**src/hw/slx_pkg.sv**
```systemverilog
// Package: register map, field layout and reset values of the crossbar
package slx_pkg;

  // Register port widths
  localparam int SLX_ADDR_W = 12;
  localparam int SLX_DATA_W = 8;

  // Physical and logical lane counts
  localparam int SLX_PHYS_N = 8;
  localparam int SLX_LOG_N = 4;
  localparam int SLX_SEL_W = 3;

  // Register byte addresses
  localparam logic [11:0] SLX_MAP_FOUR_FIVE_ADDR = 12'h30A;
  localparam logic [11:0] SLX_MAP_SIX_SEVEN_ADDR = 12'h30B;
  localparam logic [11:0] SLX_FIFO_FULL_ADDR = 12'h30C;
  localparam logic [11:0] SLX_FIFO_EMPTY_ADDR = 12'h30D;
  localparam logic [11:0] SLX_FULL_EVT_STAT_ADDR = 12'h320;
  localparam logic [11:0] SLX_FULL_EVT_MASK_ADDR = 12'h321;
  localparam logic [11:0] SLX_EMPTY_EVT_STAT_ADDR = 12'h322;
  localparam logic [11:0] SLX_EMPTY_EVT_MASK_ADDR = 12'h323;

  // Field positions inside a crossbar register
  localparam int SLX_LO_SEL_LSB = 0;
  localparam int SLX_HI_SEL_LSB = 3;

  // Select reset values
  localparam logic [2:0] SLX_SEL4_RST = 3'h4;
  localparam logic [2:0] SLX_SEL5_RST = 3'h5;
  localparam logic [2:0] SLX_SEL6_RST = 3'h6;
  localparam logic [2:0] SLX_SEL7_RST = 3'h7;

  // Status, event and mask reset values
  localparam logic [7:0] SLX_STAT_RST = 8'h00;
  localparam logic [7:0] SLX_MASK_RST = 8'h00;

  // Read value of unmapped addresses and idle read cycles
  localparam logic [7:0] SLX_RD_IDLE = 8'h00;

endpackage

```
**src/hw/slx_lane_mux.sv**
```systemverilog
// One logical lane: registered eight-to-one physical lane selector
module slx_lane_mux #(
  parameter int LANE_W = 32
) (
  input wire logic i_clk,
  input wire logic i_rst_n,
  input wire logic [slx_pkg::SLX_SEL_W-1:0] i_sel,
  input wire logic [slx_pkg::SLX_PHYS_N*LANE_W-1:0] i_data,
  input wire logic [slx_pkg::SLX_PHYS_N-1:0] i_valid,
  output logic [LANE_W-1:0] o_data,
  output logic o_valid
);
  import slx_pkg::*;

  logic [LANE_W-1:0] lane_w [SLX_PHYS_N];
  logic [LANE_W-1:0] data_d;
  logic valid_d;

  // Unpack the flat physical bus into lanes
  for (genvar g = 0; g < SLX_PHYS_N; g++) begin : g_unpack
    assign lane_w[g] = i_data[g*LANE_W +: LANE_W];
  end

  // Select value n takes physical input n
  assign data_d = lane_w[i_sel];
  assign valid_d = i_valid[i_sel];

  // Register the selected lane so the output comes from a flop
  always_ff @(posedge i_clk or negedge i_rst_n) begin
    if (!i_rst_n) begin
      o_data <= '0;
      o_valid <= 1'b0;
    end else begin
      o_data <= data_d;
      o_valid <= valid_d;
    end
  end

endmodule

```
**src/hw/slx_crossbar_upper.sv**
```systemverilog
// Top: upper logical-lane crossbar, lane FIFO status and event interrupt
//
// Operation
// - Three-bit select n routes physical input n
// - Lane four select, bits 2:0, 0x30A, reset 4
// - Lane five select, upper field, reset 5
// - Lane six select, bits 2:0, 0x30B, reset 6
// - Lane seven select, bits 5:3, reset 7
// - FIFO full status at 0x30C, resets zero
// - FIFO empty status at 0x30D, read only
//
// The plain strobed port was left to the implementer.
module slx_crossbar_upper #(
  parameter int LANE_W = 32
) (
  input wire logic i_clk,
  input wire logic i_rst_n,
  // Register port
  input wire logic [slx_pkg::SLX_ADDR_W-1:0] i_addr,
  input wire logic [slx_pkg::SLX_DATA_W-1:0] i_wdata,
  input wire logic i_wr,
  input wire logic i_rd,
  output logic [slx_pkg::SLX_DATA_W-1:0] o_rdata,
  // Deserialised physical lanes
  input wire logic [slx_pkg::SLX_PHYS_N*LANE_W-1:0] i_phys_data,
  input wire logic [slx_pkg::SLX_PHYS_N-1:0] i_phys_valid,
  // Lane FIFO flags, one per physical input
  input wire logic [slx_pkg::SLX_PHYS_N-1:0] i_fifo_full,
  input wire logic [slx_pkg::SLX_PHYS_N-1:0] i_fifo_empty,
  // Logical lanes four to seven, lane four in the low slice
  output logic [slx_pkg::SLX_LOG_N*LANE_W-1:0] o_log_data,
  output logic [slx_pkg::SLX_LOG_N-1:0] o_log_valid,
  // Level interrupt
  output logic o_irq
);
  import slx_pkg::*;

  // Address match, used by every decode below
  function automatic logic addr_hit(
    input logic [SLX_ADDR_W-1:0] a,
    input logic [SLX_ADDR_W-1:0] off
  );
    addr_hit = (a == off);
  endfunction

  // Place two selects into a crossbar register image
  function automatic logic [7:0] map_image(
    input logic [2:0] lo,
    input logic [2:0] hi
  );
    map_image = {2'b00, hi, lo};
  endfunction

  // Pull one three-bit select out of a register image
  function automatic logic [2:0] sel_field(
    input logic [7:0] img,
    input int lsb
  );
    sel_field = img[lsb +: SLX_SEL_W];
  endfunction

  // Write-one-to-clear; the set side wins a same-cycle tie
  function automatic logic [7:0] w1c_next(
    input logic [7:0] cur,
    input logic [7:0] set,
    input logic clr_en,
    input logic [7:0] wd
  );
    w1c_next = (cur & ~({8{clr_en}} & wd)) | set;
  endfunction

  // Rising edge of a flag word against its previous sample
  function automatic logic [7:0] rise_of(
    input logic [7:0] flags,
    input logic [7:0] prev
  );
    rise_of = flags & ~prev;
  endfunction

  // Plain read/write register with a write enable
  function automatic logic [7:0] rw_next(
    input logic en,
    input logic [7:0] wd,
    input logic [7:0] cur
  );
    rw_next = en ? wd : cur;
  endfunction

  // Select registers
  logic [2:0] sel4_q;
  logic [2:0] sel4_d;
  logic [2:0] sel5_q;
  logic [2:0] sel5_d;
  logic [2:0] sel6_q;
  logic [2:0] sel6_d;
  logic [2:0] sel7_q;
  logic [2:0] sel7_d;

  // FIFO flag images
  logic [7:0] full_q;
  logic [7:0] empty_q;

  // Sticky events and their masks
  logic [7:0] full_evt_q;
  logic [7:0] full_evt_d;
  logic [7:0] empty_evt_q;
  logic [7:0] empty_evt_d;
  logic [7:0] full_mask_q;
  logic [7:0] full_mask_d;
  logic [7:0] empty_mask_q;
  logic [7:0] empty_mask_d;

  // Read path and interrupt
  logic [7:0] rdata_q;
  logic [7:0] rdata_d;
  logic irq_q;
  logic irq_d;

  // Address decode
  logic hit_map45;
  logic hit_map67;
  logic hit_full;
  logic hit_empty;
  logic hit_fstat;
  logic hit_fmask;
  logic hit_estat;
  logic hit_emask;
  logic hit_any;

  assign hit_map45 = addr_hit(i_addr, SLX_MAP_FOUR_FIVE_ADDR);
  assign hit_map67 = addr_hit(i_addr, SLX_MAP_SIX_SEVEN_ADDR);
  assign hit_full = addr_hit(i_addr, SLX_FIFO_FULL_ADDR);
  assign hit_empty = addr_hit(i_addr, SLX_FIFO_EMPTY_ADDR);
  assign hit_fstat = addr_hit(i_addr, SLX_FULL_EVT_STAT_ADDR);
  assign hit_fmask = addr_hit(i_addr, SLX_FULL_EVT_MASK_ADDR);
  assign hit_estat = addr_hit(i_addr, SLX_EMPTY_EVT_STAT_ADDR);
  assign hit_emask = addr_hit(i_addr, SLX_EMPTY_EVT_MASK_ADDR);
  assign hit_any = hit_map45 | hit_map67 | hit_full | hit_empty |
                   hit_fstat | hit_fmask | hit_estat | hit_emask;

  // Write strobes per register
  logic wr_map45;
  logic wr_map67;
  logic wr_fstat;
  logic wr_fmask;
  logic wr_estat;
  logic wr_emask;

  assign wr_map45 = i_wr & hit_map45;
  assign wr_map67 = i_wr & hit_map67;
  assign wr_fstat = i_wr & hit_fstat;
  assign wr_fmask = i_wr & hit_fmask;
  assign wr_estat = i_wr & hit_estat;
  assign wr_emask = i_wr & hit_emask;

  // Crossbar selects; bits 7:6 of the write data are dropped
  assign sel4_d = wr_map45 ?
                  sel_field(i_wdata, SLX_LO_SEL_LSB) : sel4_q;
  assign sel5_d = wr_map45 ?
                  sel_field(i_wdata, SLX_HI_SEL_LSB) : sel5_q;
  assign sel6_d = wr_map67 ?
                  sel_field(i_wdata, SLX_LO_SEL_LSB) : sel6_q;
  assign sel7_d = wr_map67 ?
                  sel_field(i_wdata, SLX_HI_SEL_LSB) : sel7_q;

  // Lane four select comes up on physical input four
  always_ff @(posedge i_clk or negedge i_rst_n) begin
    if (!i_rst_n) begin
      sel4_q <= SLX_SEL4_RST;
    end else begin
      sel4_q <= sel4_d;
    end
  end

  // Lane five select, identity mapping after reset
  always_ff @(posedge i_clk or negedge i_rst_n) begin
    if (!i_rst_n) begin
      sel5_q <= SLX_SEL5_RST;
    end else begin
      sel5_q <= sel5_d;
    end
  end

  // Lane six select, identity mapping after reset
  always_ff @(posedge i_clk or negedge i_rst_n) begin
    if (!i_rst_n) begin
      sel6_q <= SLX_SEL6_RST;
    end else begin
      sel6_q <= sel6_d;
    end
  end

  // Lane seven select, identity mapping after reset
  always_ff @(posedge i_clk or negedge i_rst_n) begin
    if (!i_rst_n) begin
      sel7_q <= SLX_SEL7_RST;
    end else begin
      sel7_q <= sel7_d;
    end
  end

  // Selects gathered for the lane generate, lane four first
  logic [2:0] sel_w [SLX_LOG_N];

  assign sel_w[0] = sel4_q;
  assign sel_w[1] = sel5_q;
  assign sel_w[2] = sel6_q;
  assign sel_w[3] = sel7_q;

  // One registered selector per logical lane
  for (genvar g = 0; g < SLX_LOG_N; g++) begin : g_lane
    slx_lane_mux #(
      .LANE_W(LANE_W)
    ) u_mux (
      .i_clk(i_clk),
      .i_rst_n(i_rst_n),
      .i_sel(sel_w[g]),
      .i_data(i_phys_data),
      .i_valid(i_phys_valid),
      .o_data(o_log_data[g*LANE_W +: LANE_W]),
      .o_valid(o_log_valid[g])
    );
  end

  // FIFO flags are sampled once; the copy feeds reads and edge detect
  always_ff @(posedge i_clk or negedge i_rst_n) begin
    if (!i_rst_n) begin
      full_q <= SLX_STAT_RST;
    end else begin
      full_q <= i_fifo_full;
    end
  end

  // Empty image; reads show the flags one cycle late
  always_ff @(posedge i_clk or negedge i_rst_n) begin
    if (!i_rst_n) begin
      empty_q <= SLX_STAT_RST;
    end else begin
      empty_q <= i_fifo_empty;
    end
  end

  // Rising edges of the flags are the interrupt events
  logic [7:0] full_rise;
  logic [7:0] empty_rise;

  assign full_rise = rise_of(i_fifo_full, full_q);
  assign empty_rise = rise_of(i_fifo_empty, empty_q);

  // Write one to clear; a new event in the same cycle wins
  assign full_evt_d = w1c_next(full_evt_q, full_rise, wr_fstat, i_wdata);
  assign empty_evt_d = w1c_next(empty_evt_q, empty_rise, wr_estat, i_wdata);

  // Masks are plain read/write, one enables a bit onto the interrupt
  assign full_mask_d = rw_next(wr_fmask, i_wdata, full_mask_q);
  assign empty_mask_d = rw_next(wr_emask, i_wdata, empty_mask_q);

  // Full-rise events stay set until software clears them
  always_ff @(posedge i_clk or negedge i_rst_n) begin
    if (!i_rst_n) begin
      full_evt_q <= SLX_STAT_RST;
    end else begin
      full_evt_q <= full_evt_d;
    end
  end

  // Empty flags high at release raise an event on the first edge
  always_ff @(posedge i_clk or negedge i_rst_n) begin
    if (!i_rst_n) begin
      empty_evt_q <= SLX_STAT_RST;
    end else begin
      empty_evt_q <= empty_evt_d;
    end
  end

  // Full-event mask, all disabled after reset
  always_ff @(posedge i_clk or negedge i_rst_n) begin
    if (!i_rst_n) begin
      full_mask_q <= SLX_MASK_RST;
    end else begin
      full_mask_q <= full_mask_d;
    end
  end

  // Empty-event mask, all disabled after reset
  always_ff @(posedge i_clk or negedge i_rst_n) begin
    if (!i_rst_n) begin
      empty_mask_q <= SLX_MASK_RST;
    end else begin
      empty_mask_q <= empty_mask_d;
    end
  end

  // Interrupt from next-state values so it tracks the status flops
  logic full_irq_w;
  logic empty_irq_w;

  assign full_irq_w = |(full_evt_d & full_mask_d);
  assign empty_irq_w = |(empty_evt_d & empty_mask_d);
  assign irq_d = full_irq_w | empty_irq_w;

  // Registered so the pin comes straight from a flop
  always_ff @(posedge i_clk or negedge i_rst_n) begin
    if (!i_rst_n) begin
      irq_q <= 1'b0;
    end else begin
      irq_q <= irq_d;
    end
  end

  // Register images of the two crossbar registers
  logic [7:0] map45_img;
  logic [7:0] map67_img;

  assign map45_img = map_image(sel4_q, sel5_q);
  assign map67_img = map_image(sel6_q, sel7_q);

  // Read selection; unmapped addresses and idle cycles read zero
  logic [7:0] rd_mux;

  assign rd_mux =
    hit_map45 ? map45_img :
    hit_map67 ? map67_img :
    hit_full ? full_q :
    hit_empty ? empty_q :
    hit_fstat ? full_evt_q :
    hit_fmask ? full_mask_q :
    hit_estat ? empty_evt_q :
    hit_emask ? empty_mask_q :
    SLX_RD_IDLE;

  // Data stand only in the cycle after the read strobe
  logic rd_take;

  assign rd_take = i_rd & hit_any;
  assign rdata_d = rd_take ? rd_mux : SLX_RD_IDLE;

  always_ff @(posedge i_clk or negedge i_rst_n) begin
    if (!i_rst_n) begin
      rdata_q <= SLX_RD_IDLE;
    end else begin
      rdata_q <= rdata_d;
    end
  end

  // Outputs straight from flops
  assign o_rdata = rdata_q;
  assign o_irq = irq_q;

endmodule

```
**config.mk**
```make
export PLATFORM = sky130hd
export DESIGN_NAME = slx_crossbar_upper
export DESIGN_NICKNAME = d
export VERILOG_FILES = /design/src/hw/slx_pkg.sv /design/src/hw/slx_lane_mux.sv /design/src/hw/slx_crossbar_upper.sv
export SDC_FILE = /design/constraint.sdc
export NUM_CORES = 1
export LEC_CHECK = 0
export BUFFER_PORTS_ARGS = -buffer_cell sky130_fd_sc_hd__buf_2
export CORE_MARGIN = 1
export CORE_UTILIZATION = 37
export CTS_BUF_LIST = sky130_fd_sc_hd__clkbuf_16
export DETAILED_ROUTE_END_ITERATION = 8
export PLACE_DENSITY = 0.64
export SYNTH_ARGS = -nofsm -noshare
export SYNTH_HDL_FRONTEND = slang
export SYNTH_SLANG_ARGS = --single-unit
```
**constraint.sdc**
```tcl
create_clock -name i_clk -period 2.4 [get_ports i_clk]
set_input_delay 0.24 -clock i_clk [delete_from_list [all_inputs] [get_ports i_clk]]
set_output_delay 0.24 -clock i_clk [all_outputs]
set_load 0.02 [all_outputs]
```
# After elaboration in Yosys (flattened, before gate mapping)

Index checks and enable logic that the tools add are counted.

Eq/ne operators: 8
Magnitude comparators: 8
Bitwise operators: 33
Mux-type cells: 31
Reductions and logical operators: 2

Operators by type and width:

| cell                                                                 | count |
|---|---|
| 32-bit binary-select mux with 3-bit select                           | 4 |
| 32-bit 2-to-1 mux                                                    | 8 |
| 12-bit by 10-bit == test with 1-bit output, second input constant    | 8 |
| 8-bit 2-to-1 mux                                                     | 11 |
| 8-bit AND                                                            | 8 |
| 8-bit NOT                                                            | 4 |
| 4-bit >= comparator, second input constant                           | 4 |
| 3-bit by 4-bit < comparator with 1-bit output, second input constant | 4 |
| 3-bit NOT with 4-bit output                                          | 4 |
| 8-bit bitwise OR                                                     | 2 |
| 8-bit OR reduction                                                   | 2 |
| 1-bit binary-select mux with 3-bit select                            | 4 |
| 1-bit bitwise OR                                                     | 8 |
| 1-bit AND                                                            | 7 |
| 1-bit 2-to-1 mux                                                     | 4 |

Register bits: 201
Input bits: 304
Output and inout bits: 141

# Longest topological paths before layout

Gate-level depths: netlist (run 1).

Word-level depth: 10
Mapped depth: 8
Mapped depth without buffers: 6

# Modules after synthesis

A second synthesis (run 1) with hierarchy kept.

Cell total of the unflattened synthesis: 846
Area total of the unflattened synthesis: 14472.6 um2

Modules (own cells, without submodules):

| module             | sequential area each (um2) | cells an instance | area an instance (um2) | instances |
|---|---|---|---|---|
| slx_lane_mux       | 825.8                      | 150               | 2819.0                 | 4 |
| slx_crossbar_upper | 1736.7                     | 246               | 3196.8                 | 1 |

# Worst setup path after synthesis (run 1)

OpenSTA, ideal clock, no wires.

Path type: register to register
From: reg sel5_q[0]
To: reg g_lane[1].u_mux.o_data[23]
Clock period less this slack: 2.350 ns
Setup slack: 0.050 ns
Data arrival time: 2.226 ns
Cell stages (with the launch flop): 6
Buffers on the path: 3
Data required time: 2.275 ns
Path through: dfstp_2 -> clkbuf_1 -> buf_2 -> buf_1 -> mux4_2 -> mux2_2

Cells in the longest elaborated chain, start to end: 4

RTL lines:

| item                                                 | RTL line                  | source |
|---|---|---|
| from (decl)                                          | slx_crossbar_upper.sv:92  | `logic [2:0] sel5_q;` |
| from (signal assigned)                               | slx_crossbar_upper.sv:180 | `sel5_q <= sel5_d;` |
| 3-bit NOT with 4-bit output (not written as such)    | slx_lane_mux.sv:25        | `assign data_d = lane_w[i_sel];` |
| 32-bit binary-select mux with 3-bit select           | slx_lane_mux.sv:25        |  |
| 32-bit 2-to-1 mux (not written as such) (2 in a row) | slx_lane_mux.sv:25        |  |
| net g_lane[1].u_mux.data_d[23]                       | slx_lane_mux.sv:16        | `logic [LANE_W-1:0] data_d;` |
| to (signal assigned)                                 | slx_lane_mux.sv:34        | `o_data <= data_d;` |
| to (decl)                                            | slx_lane_mux.sv:10        | `output logic [LANE_W-1:0] o_data,` |

The timed path passes the listed nets, and every way through them passes these cells. The select of a mux whose other input is x is not followed.
A chain may end at the register's enable or synchronous reset.

# Final worst setup path (run 1)

From: reg sel5_q[0]
To: reg g_lane[1].u_mux.o_data[5]

Same word-level chain as after synthesis.

==> summary.log, run 1 <==
[final_layout] share of final-layout standard cells stronger than drive strength 1 69.3%
[critical_path] slowest stage cell, crit path dfstp_4
[grt] total global routing track utilization 25.2%
[clock_network] number of gates resized after cts 0
[logic_synthesis] number of flops mapped to enable cells by yosys 0
[floorplan] Initial Utilization 37.8%
[power] part of the power in registers 39.7%
[final_layout] top library cells by usage in the layout, fill and taps aside 443 x buf_2, 270 x mux4_2, 189 x dfrtp_1
[floorplan] I/O pin cnt 445
[floorplan] height of the chip 199 µm
[final_layout] number of nets in the final layout 1677
[logic_synthesis] count of distinct cell types in the synthesized netlist 46
[sta] number of hold violations in the final report 0
[final_layout] non-filler cells, final 1910
[logic_synthesis] netlist area before placement 14300 µm²
[critical_path] data required time of the worst path 2830 ps
[power] Lkg Pwr 7.44 nW
[sta] post-layout min period 2160 ps
[drt] number of vias after detailed routing 11300
[critical_path] kind of critical path reg -> reg
[sta] maximum frequency from static timing analysis 464 MHz
[critical_path] Worst path top cell family by delay flip-flops
[worst_hold_path] start point of the worst min-delay path i_wdata[3]
[grt] initial antenna violation count 8
[grt] wire length of the first global-routing pass 73.8 mm
[clock_network] number of H-tree levels 1
[clock_network] TritonCTS clock tree done
[logic_synthesis] flip-flop and latch count after synthesis 201
[power] IR drop worst, VDD 0.000608 V
[place] Cells after DPL 1835
[clock_network] total clock buffers created by CTS 26
[sta] Rel. slew slack 31.8%
[logic_synthesis] main flop type after synthesis dfrtp_1
[critical_path] Worst Path Arrival 2580 ps
[place] detailed-placement wirelength estimate 35.2 mm
[logic_synthesis] Mapped Nets 1233
[critical_path] element type at the critical path end flip-flop
[sta] unrepaired setup endpoints after global routing false
[drt] Antenna Violating Nets Remaining 0
[final_layout] most common cell after layout, fill and taps aside buf_2
[floorplan] Die Wd 199 µm
[critical_path] source of the worst register-to-register timing path sel5_q[0]
[grt] vias in the first global route 12000
[power] Power per Cell Area 486 nW/µm²
[drt] final wirelength 49.1 mm
[final_layout] fill cell count 3333
[critical_path] critical path cell sequence buf_12 > mux4_2 > mux2_2
[sta] pin slew with the least headroom to its limit 1020 ps
[critical_path] WP buf/inv 1
[critical_path] CP Launch Type flip-flop
[grt] maximum number of pins on one net before global-route repair 73
[clock_network] buffer count from post-CTS setup fixing 0
[grt] global-route congestion overflow total 0
[logic_synthesis] share of flip-flops with an asynchronous set or reset 100%
[sta] worst clock skew on the final layout 36.2 ps
[final_layout] sequential cell area 5070 µm²
[logic_synthesis] Synth warnings 0
[outcome] result of the run completed
[drt] First DRT Iteration DRCs 674
[power] switching share of power 27.1%
[sta] Setup violations, final 0
[drt] 1st-pass router iterations 5
[drt] final routed DRC violation total 0
[clock_network] root buffer cell clkbuf_16
[floorplan] die area 39500 µm²
[final_layout] Layout Area Growth over Synthesis 29.4%
[sta] Min Hold Slack 39.0 ps
[floorplan] # rows 71
[final_layout] footprint of the multi-input gates 8810 µm²
[power] Psw 0.00244 W
[place] total placed instance area 17400 µm²
[clock_network] Worst-Skew Late Latency 570 ps
[critical_path] critical path fanouts, max 21
[drt] average routed wire per standard cell 25.7 µm
[place] Port Buffers 444
[clock_network] CTS clock-pin slew for the worst setup and hold paths 60 ps
[clock_network] CTS hold repair buffers 21
[clock_network] largest buffer count on any clock path 3
[power] Internal Pwr Total 0.00656 W
[final_layout] Layout Cell Area excl Fill 18500 µm²
[sta] final max-slew violation count 0
[sta] crit share post-route 89.9%
[power] Gate power share 16.2%
[floorplan] Std-Cell Core Area 37800 µm²
[critical_path] worst stage delay on the critical path 900 ps
[worst_hold_path] worst hold path class in -> reg
[clock_network] total number of clock tree sinks 201
[drt] routed vias/inst 5.92
[flow_run] max-capacitance violation count 0
[logic_synthesis] Gate Count Post-Synth 929
[power] clock share of power 44.1%
[place] routability congestion estimate 0.837
[critical_path] crit path launch sel5_q[0]
[logic_synthesis] Syn Area/Cell 15.4 µm²
[sta] total negative slack for setup checks 0 ps
[logic_synthesis] sequential share of the synthesized area 35.2%
final timing paths:
| path | cells after the start | slack, ps | endpoint |
|---|---|---|---|
| worst max-delay path | 3 | 240 | g_lane[1].u_mux.o_data[5] |
| worst min-delay path | 2 | 40 | sel5_q[0] |
| worst max register to register | 3 | 240 | g_lane[1].u_mux.o_data[5] |
| worst min register to register | 1 | 520 | full_mask_q[6] |
| max in group asynchronous | 3 | 1510 | g_lane[2].u_mux.o_data[11] |
| min in group asynchronous | 2 | 120 | empty_q[7] |
registers in the layout (all words and copies together), names as in the netlist, 3 cells and up:
signal                count
empty_evt_q               8
empty_mask_q              8
empty_q                   8
full_evt_q                8
full_mask_q               8
full_q                    8
g_lane.u_mux.o_data     128
g_lane.u_mux.o_valid      4
o_rdata                   8
sel4_q                    3
sel5_q                    3
sel6_q                    3
sel7_q                    3
power groups by stage:
stage	Combinational (W)	Clock, W	Sequential [W]
4_1_cts	0.00146	0.00407	0.00357
6_report	0.00146	0.00397	0.00357
3_5_place_dp	0.00143	0	0.00363
5_1_grt	0.00157	0.00421	0.00358
2_1_floorplan	0.000562	0	0.00376
3_3_place_gp	0.00140	0	0.00363
worst reg2reg max path, delay by kind of cell (launching register included):
kind                   cells  cell delay [ps]
buffers and inverters      1              280
flip-flops                 1              900
multiplexers               2              840
cell usage after synthesis, drive strengths merged, types with 5 or more instances:
master | number | area [µm²]
a21oi | 7 | 35.0
a221o | 16 | 170
a22oi | 10 | 75.1
buf | 25 | 134
clkbuf | 71 | 267
dfrtp | 193 | 4830
dfstp | 8 | 210
inv | 17 | 63.8
mux2 | 131 | 1480
mux2i | 6 | 60.1
mux4 | 270 | 6080
nand2 | 105 | 394
nor2 | 7 | 26.3
nor2b | 17 | 106
nor3 | 5 | 36.3
per-stage QoR:
| step | utilization, % | total power [W] | worst slack (ps) |
|---|---|---|---|
| after global placement | 46.1 | 0.00503 | 75.5 |
| after global routing | 48.9 | 0.00937 | 151 |
| after CTS | 48.9 | 0.00911 | 209 |
| after detailed placement | 46.1 | 0.00506 | 42.3 |
| final | 48.9 | 0.00900 | 243 |
| after floorplan | - | 0.00433 | 49.6 |
area by class of cell:
cell class                      count  share of cell area (%)
Clock buffer                       26                    3.51
Multi-Input combinational cell    614                    47.6
Sequential cell                   201                    27.4
Timing Repair Buffer              512                    16.5
Antenna cell                        6                  0.0811
Clock inverter                     22                    1.15
Inverter                           18                   0.365
Tap cell                          511                    3.45
kinds of logic after synthesis:
| family | after synthesis | synth area share [%] |
|---|---|---|
| simple gates | 160 | 5.62 |
| compound gates | 47 | 2.70 |
| buf+inv | 114 | 3.27 |
| mux | 407 | 53.2 |
| flops | 201 | 35.2 |
per-layer routing:
metal	share of wire, %	vias up	track usage, %
met2	51	577	43.2
met5	0.096	-	0
met4	3.0	6	8.63
li1	-	4714	-
met3	7.8	105	5.22
met1	38	5914	31.5
No activity file was read; power rests on OpenSTA's default activity.
==> inputs of run 2 (changes only) <==
Settings changed: GPL_TIMING_DRIVEN set to 0.
==> run 2 against run 1 <==
Design area is 0.49% lower. Critical path depth is 1 higher. Register-to-register slack worse by 220 ps. Via count is 3.2% higher. Fmax is 9.2% lower. Non-clock buffer count is 47 higher.
==> summary.log, run 2 (synthesis gave the netlist of run 1 again) <==
[outcome] result of the run completed
[final_layout] register containing the most flip-flops in the final layout g_lane.u_mux.o_data
[drt] average routed wire per standard cell 27.8 µm [+8.3%]
[sta] number of hold violations in the final report 0 [unchanged]
[critical_path] critical path cell sequence clkbuf_1 > clkbuf_1 > mux4_2 > mux2_2
[critical_path] depth of the most critical reg-to-reg path 4 [+1]
[final_layout] max FFs per register 128 [unchanged]
[place] total placed instance area 17200 µm² [-1.2%]
[critical_path] crit path launch sel6_q[1]
[sta] worst clock skew on the final layout 21.9 ps [-14.3 ps]
[clock_network] number of H-tree levels 1 [unchanged]
[drt] Antenna Violating Nets Remaining 0 [unchanged]
[clock_network] CTS clock-pin slew for the worst setup and hold paths 60 ps [about the same]
[critical_path] data required time of the worst path 2820 ps [about the same]
[floorplan] height of the chip 199 µm [unchanged]
[floorplan] die area 39500 µm² [unchanged]
[critical_path] CP Launch Type flip-flop
[critical_path] WP buf/inv 2 [+1]
[critical_path] element type at the critical path end flip-flop
[drt] final wirelength 54.6 mm [+11%]
[clock_network] largest buffer count on any clock path 3 [unchanged]
[floorplan] # rows 71 [unchanged]
[sta] pin slew with the least headroom to its limit 1140 ps [+118 ps]
[final_layout] most common cell after layout, fill and taps aside buf_2
[sta] Setup violations, final 0 [unchanged]
[place] detailed-placement wirelength estimate 39.3 mm [+11%]
[power] IR drop worst, VDD 0.000542 V [-11%]
[sta] unrepaired setup endpoints after global routing false
[final_layout] top library cells by usage in the layout, fill and taps aside 448 x buf_2, 270 x mux4_2, 193 x dfrtp_1
[critical_path] kind of critical path reg -> reg
[clock_network] total clock buffers created by CTS 26 [unchanged]
[drt] number of vias after detailed routing 11700 [+3.2%]
[final_layout] share of final-layout standard cells stronger than drive strength 1 67.2% [-2.1 points]
[critical_path] register-to-register path setup slack 20 ps [-220 ps]
[place] Cells after DPL 1884 [+2.7%]
[grt] maximum number of pins on one net before global-route repair 104 [+42%]
[grt] initial antenna violation count 12 [+4]
[sta] post-layout min period 2380 ps [+220 ps]
[worst_hold_path] worst hold path class in -> reg
[critical_path] reg-to-reg endpoint g_lane[2].u_mux.o_data[2]
[sta] crit share post-route 99.0% [+9.2 points]
[power] Power per Cell Area 502 nW/µm² [+3.2%]
[flow_run] max-capacitance violation count 0 [unchanged]
[floorplan] I/O pin cnt 445 [unchanged]
[floorplan] Initial Utilization 37.8% [unchanged]
[final_layout] non-filler cells, final 1961 [+2.7%]
[sta] final max-slew violation count 0 [unchanged]
[critical_path] Worst Path Arrival 2800 ps [+220 ps]
[sta] maximum frequency from static timing analysis 421 MHz [-9.2%]
[clock_network] root buffer cell clkbuf_16
[critical_path] source of the worst register-to-register timing path sel6_q[1]
[place] Port Buffers 443 [-0.23%]
[worst_hold_path] hold path cells 2 [unchanged]
[floorplan] Std-Cell Core Area 37800 µm² [unchanged]
[final_layout] utilization after layout 48.7% [-0.24 points]
[final_layout] number of nets in the final layout 1724 [+2.8%]
[drt] 1st-pass router iterations 5 [unchanged]
[critical_path] worst stage delay on the critical path 760 ps [-140 ps]
[drt] First DRT Iteration DRCs 761 [+13%]
[final_layout] Layout Area Growth over Synthesis 28.7%
[clock_network] Worst-Skew Late Latency 550 ps [-20 ps]
[clock_network] TritonCTS clock tree done
[clock_network] total number of clock tree sinks 201 [unchanged]
[critical_path] Critical Path Stages 4 [+1]
[sta] Rel. slew slack 23.5% [-8.4 points]
[floorplan] Die Wd 199 µm [unchanged]
[power] Lkg Pwr 7.49 nW [+0.65%]
[power] total power of the final layout 0.00925 W [+2.7%]
[drt] final routed DRC violation total 0 [unchanged]
[place] routability congestion estimate 0.842 [+0.59%]
[critical_path] critical path fanouts, max 10 [-52%]
[grt] global-route congestion overflow total 0 [unchanged]
[grt] total global routing track utilization 27.7% [+2.5 points]
[critical_path] end point of the critical path g_lane[2].u_mux.o_data[2]
[final_layout] Layout Cell Area excl Fill 18400 µm² [-0.49%]
[critical_path] Worst path top cell family by delay buffers and inverters
[grt] vias in the first global route 12200 [+1.6%]
[critical_path] cell mode on critical path clkbuf_1
[critical_path] slowest stage cell, crit path clkbuf_1
[sta] total negative slack for setup checks 0 ps [unchanged]
[drt] routed vias/inst 5.96 [+0.56%]
[grt] wire length of the first global-routing pass 78.6 mm [+6.5%]
[run 2: cell types whose count changed in the layout (fill, tap and decap cells not counted), moves of 3 or more]
cell | previous run | this run
dfrtp_4 | 4 | 0
clkbuf_1 | 0 | 39
dfstp_2 | 4 | 8
buf_12 | 21 | 0
buf_2 | 443 | 448
buf_6 | 0 | 3
dfstp_4 | 4 | 0
diode_2 | 6 | 10
clkinv_2 | 8 | 4
clkbuf_2 | 0 | 29
dfrtp_1 | 189 | 193
buf_4 | 26 | 15
[run 2: area by class of cell]
cell class,instances,area (µm²)
diodes,10,25.0
plain buffers,96,490
clock buffers,27,676
clock inverters,21,231
fillers,3380,19400
inverters,18,68.8
multi-input cells,614,8810
flip-flops and latches,201,5040
well taps,511,639
repair buffers,463,2440
[run 2: layer usage]
metal | GRT usage, % | vias up | wire, µm
li1 | - | 4812 | -
met1 | 35.9 | 6027 | 20900
met2 | 44.5 | 712 | 26400
met3 | 6.82 | 124 | 5210
met4 | 11.0 | 8 | 1990
met5 | 0 | - | 52
[run 2: worst min-delay path by stage]
stage                    start              end  slack (ps)
5_1_grt             i_wdata[1]        sel6_q[1]          30
3_3_place_gp   i_fifo_empty[7]       empty_q[7]         360
4_1_cts             i_wdata[6]   full_mask_q[6]         0.6
3_5_place_dp           i_rst_n        full_q[7]         340
2_1_floorplan          i_rst_n   empty_evt_q[0]         -60
6_report            i_wdata[6]  empty_mask_q[6]          20
[run 2: per-stage QoR]
stage | hold WS, ps | worst slack [ps]
after global placement | 363 | -2480
after global routing | 30.0 | 6.58
after floorplan | -55.6 | 49.6
after detailed placement | 339 | -650
final | 19.9 | 23.0
after CTS | 0.593 | 45.3
[run 2: power breakdown]
group	leakage, nW	total (W)	internal (W)	switching [W]
registers	2.35	0.00356	0.00352	0.0000407
clock network	0.453	0.00421	0.00257	0.00164
logic	4.69	0.00148	0.000728	0.000751
[run 2: repair_timing]
action,4_1_cts,5_1_grt
setup buffers,0,0
pin swaps,0,0
hold buffers,19,0
endpoints found under the hold margin,132,0
gates resized for setup,54,3
setup endpoints to repair,137,5
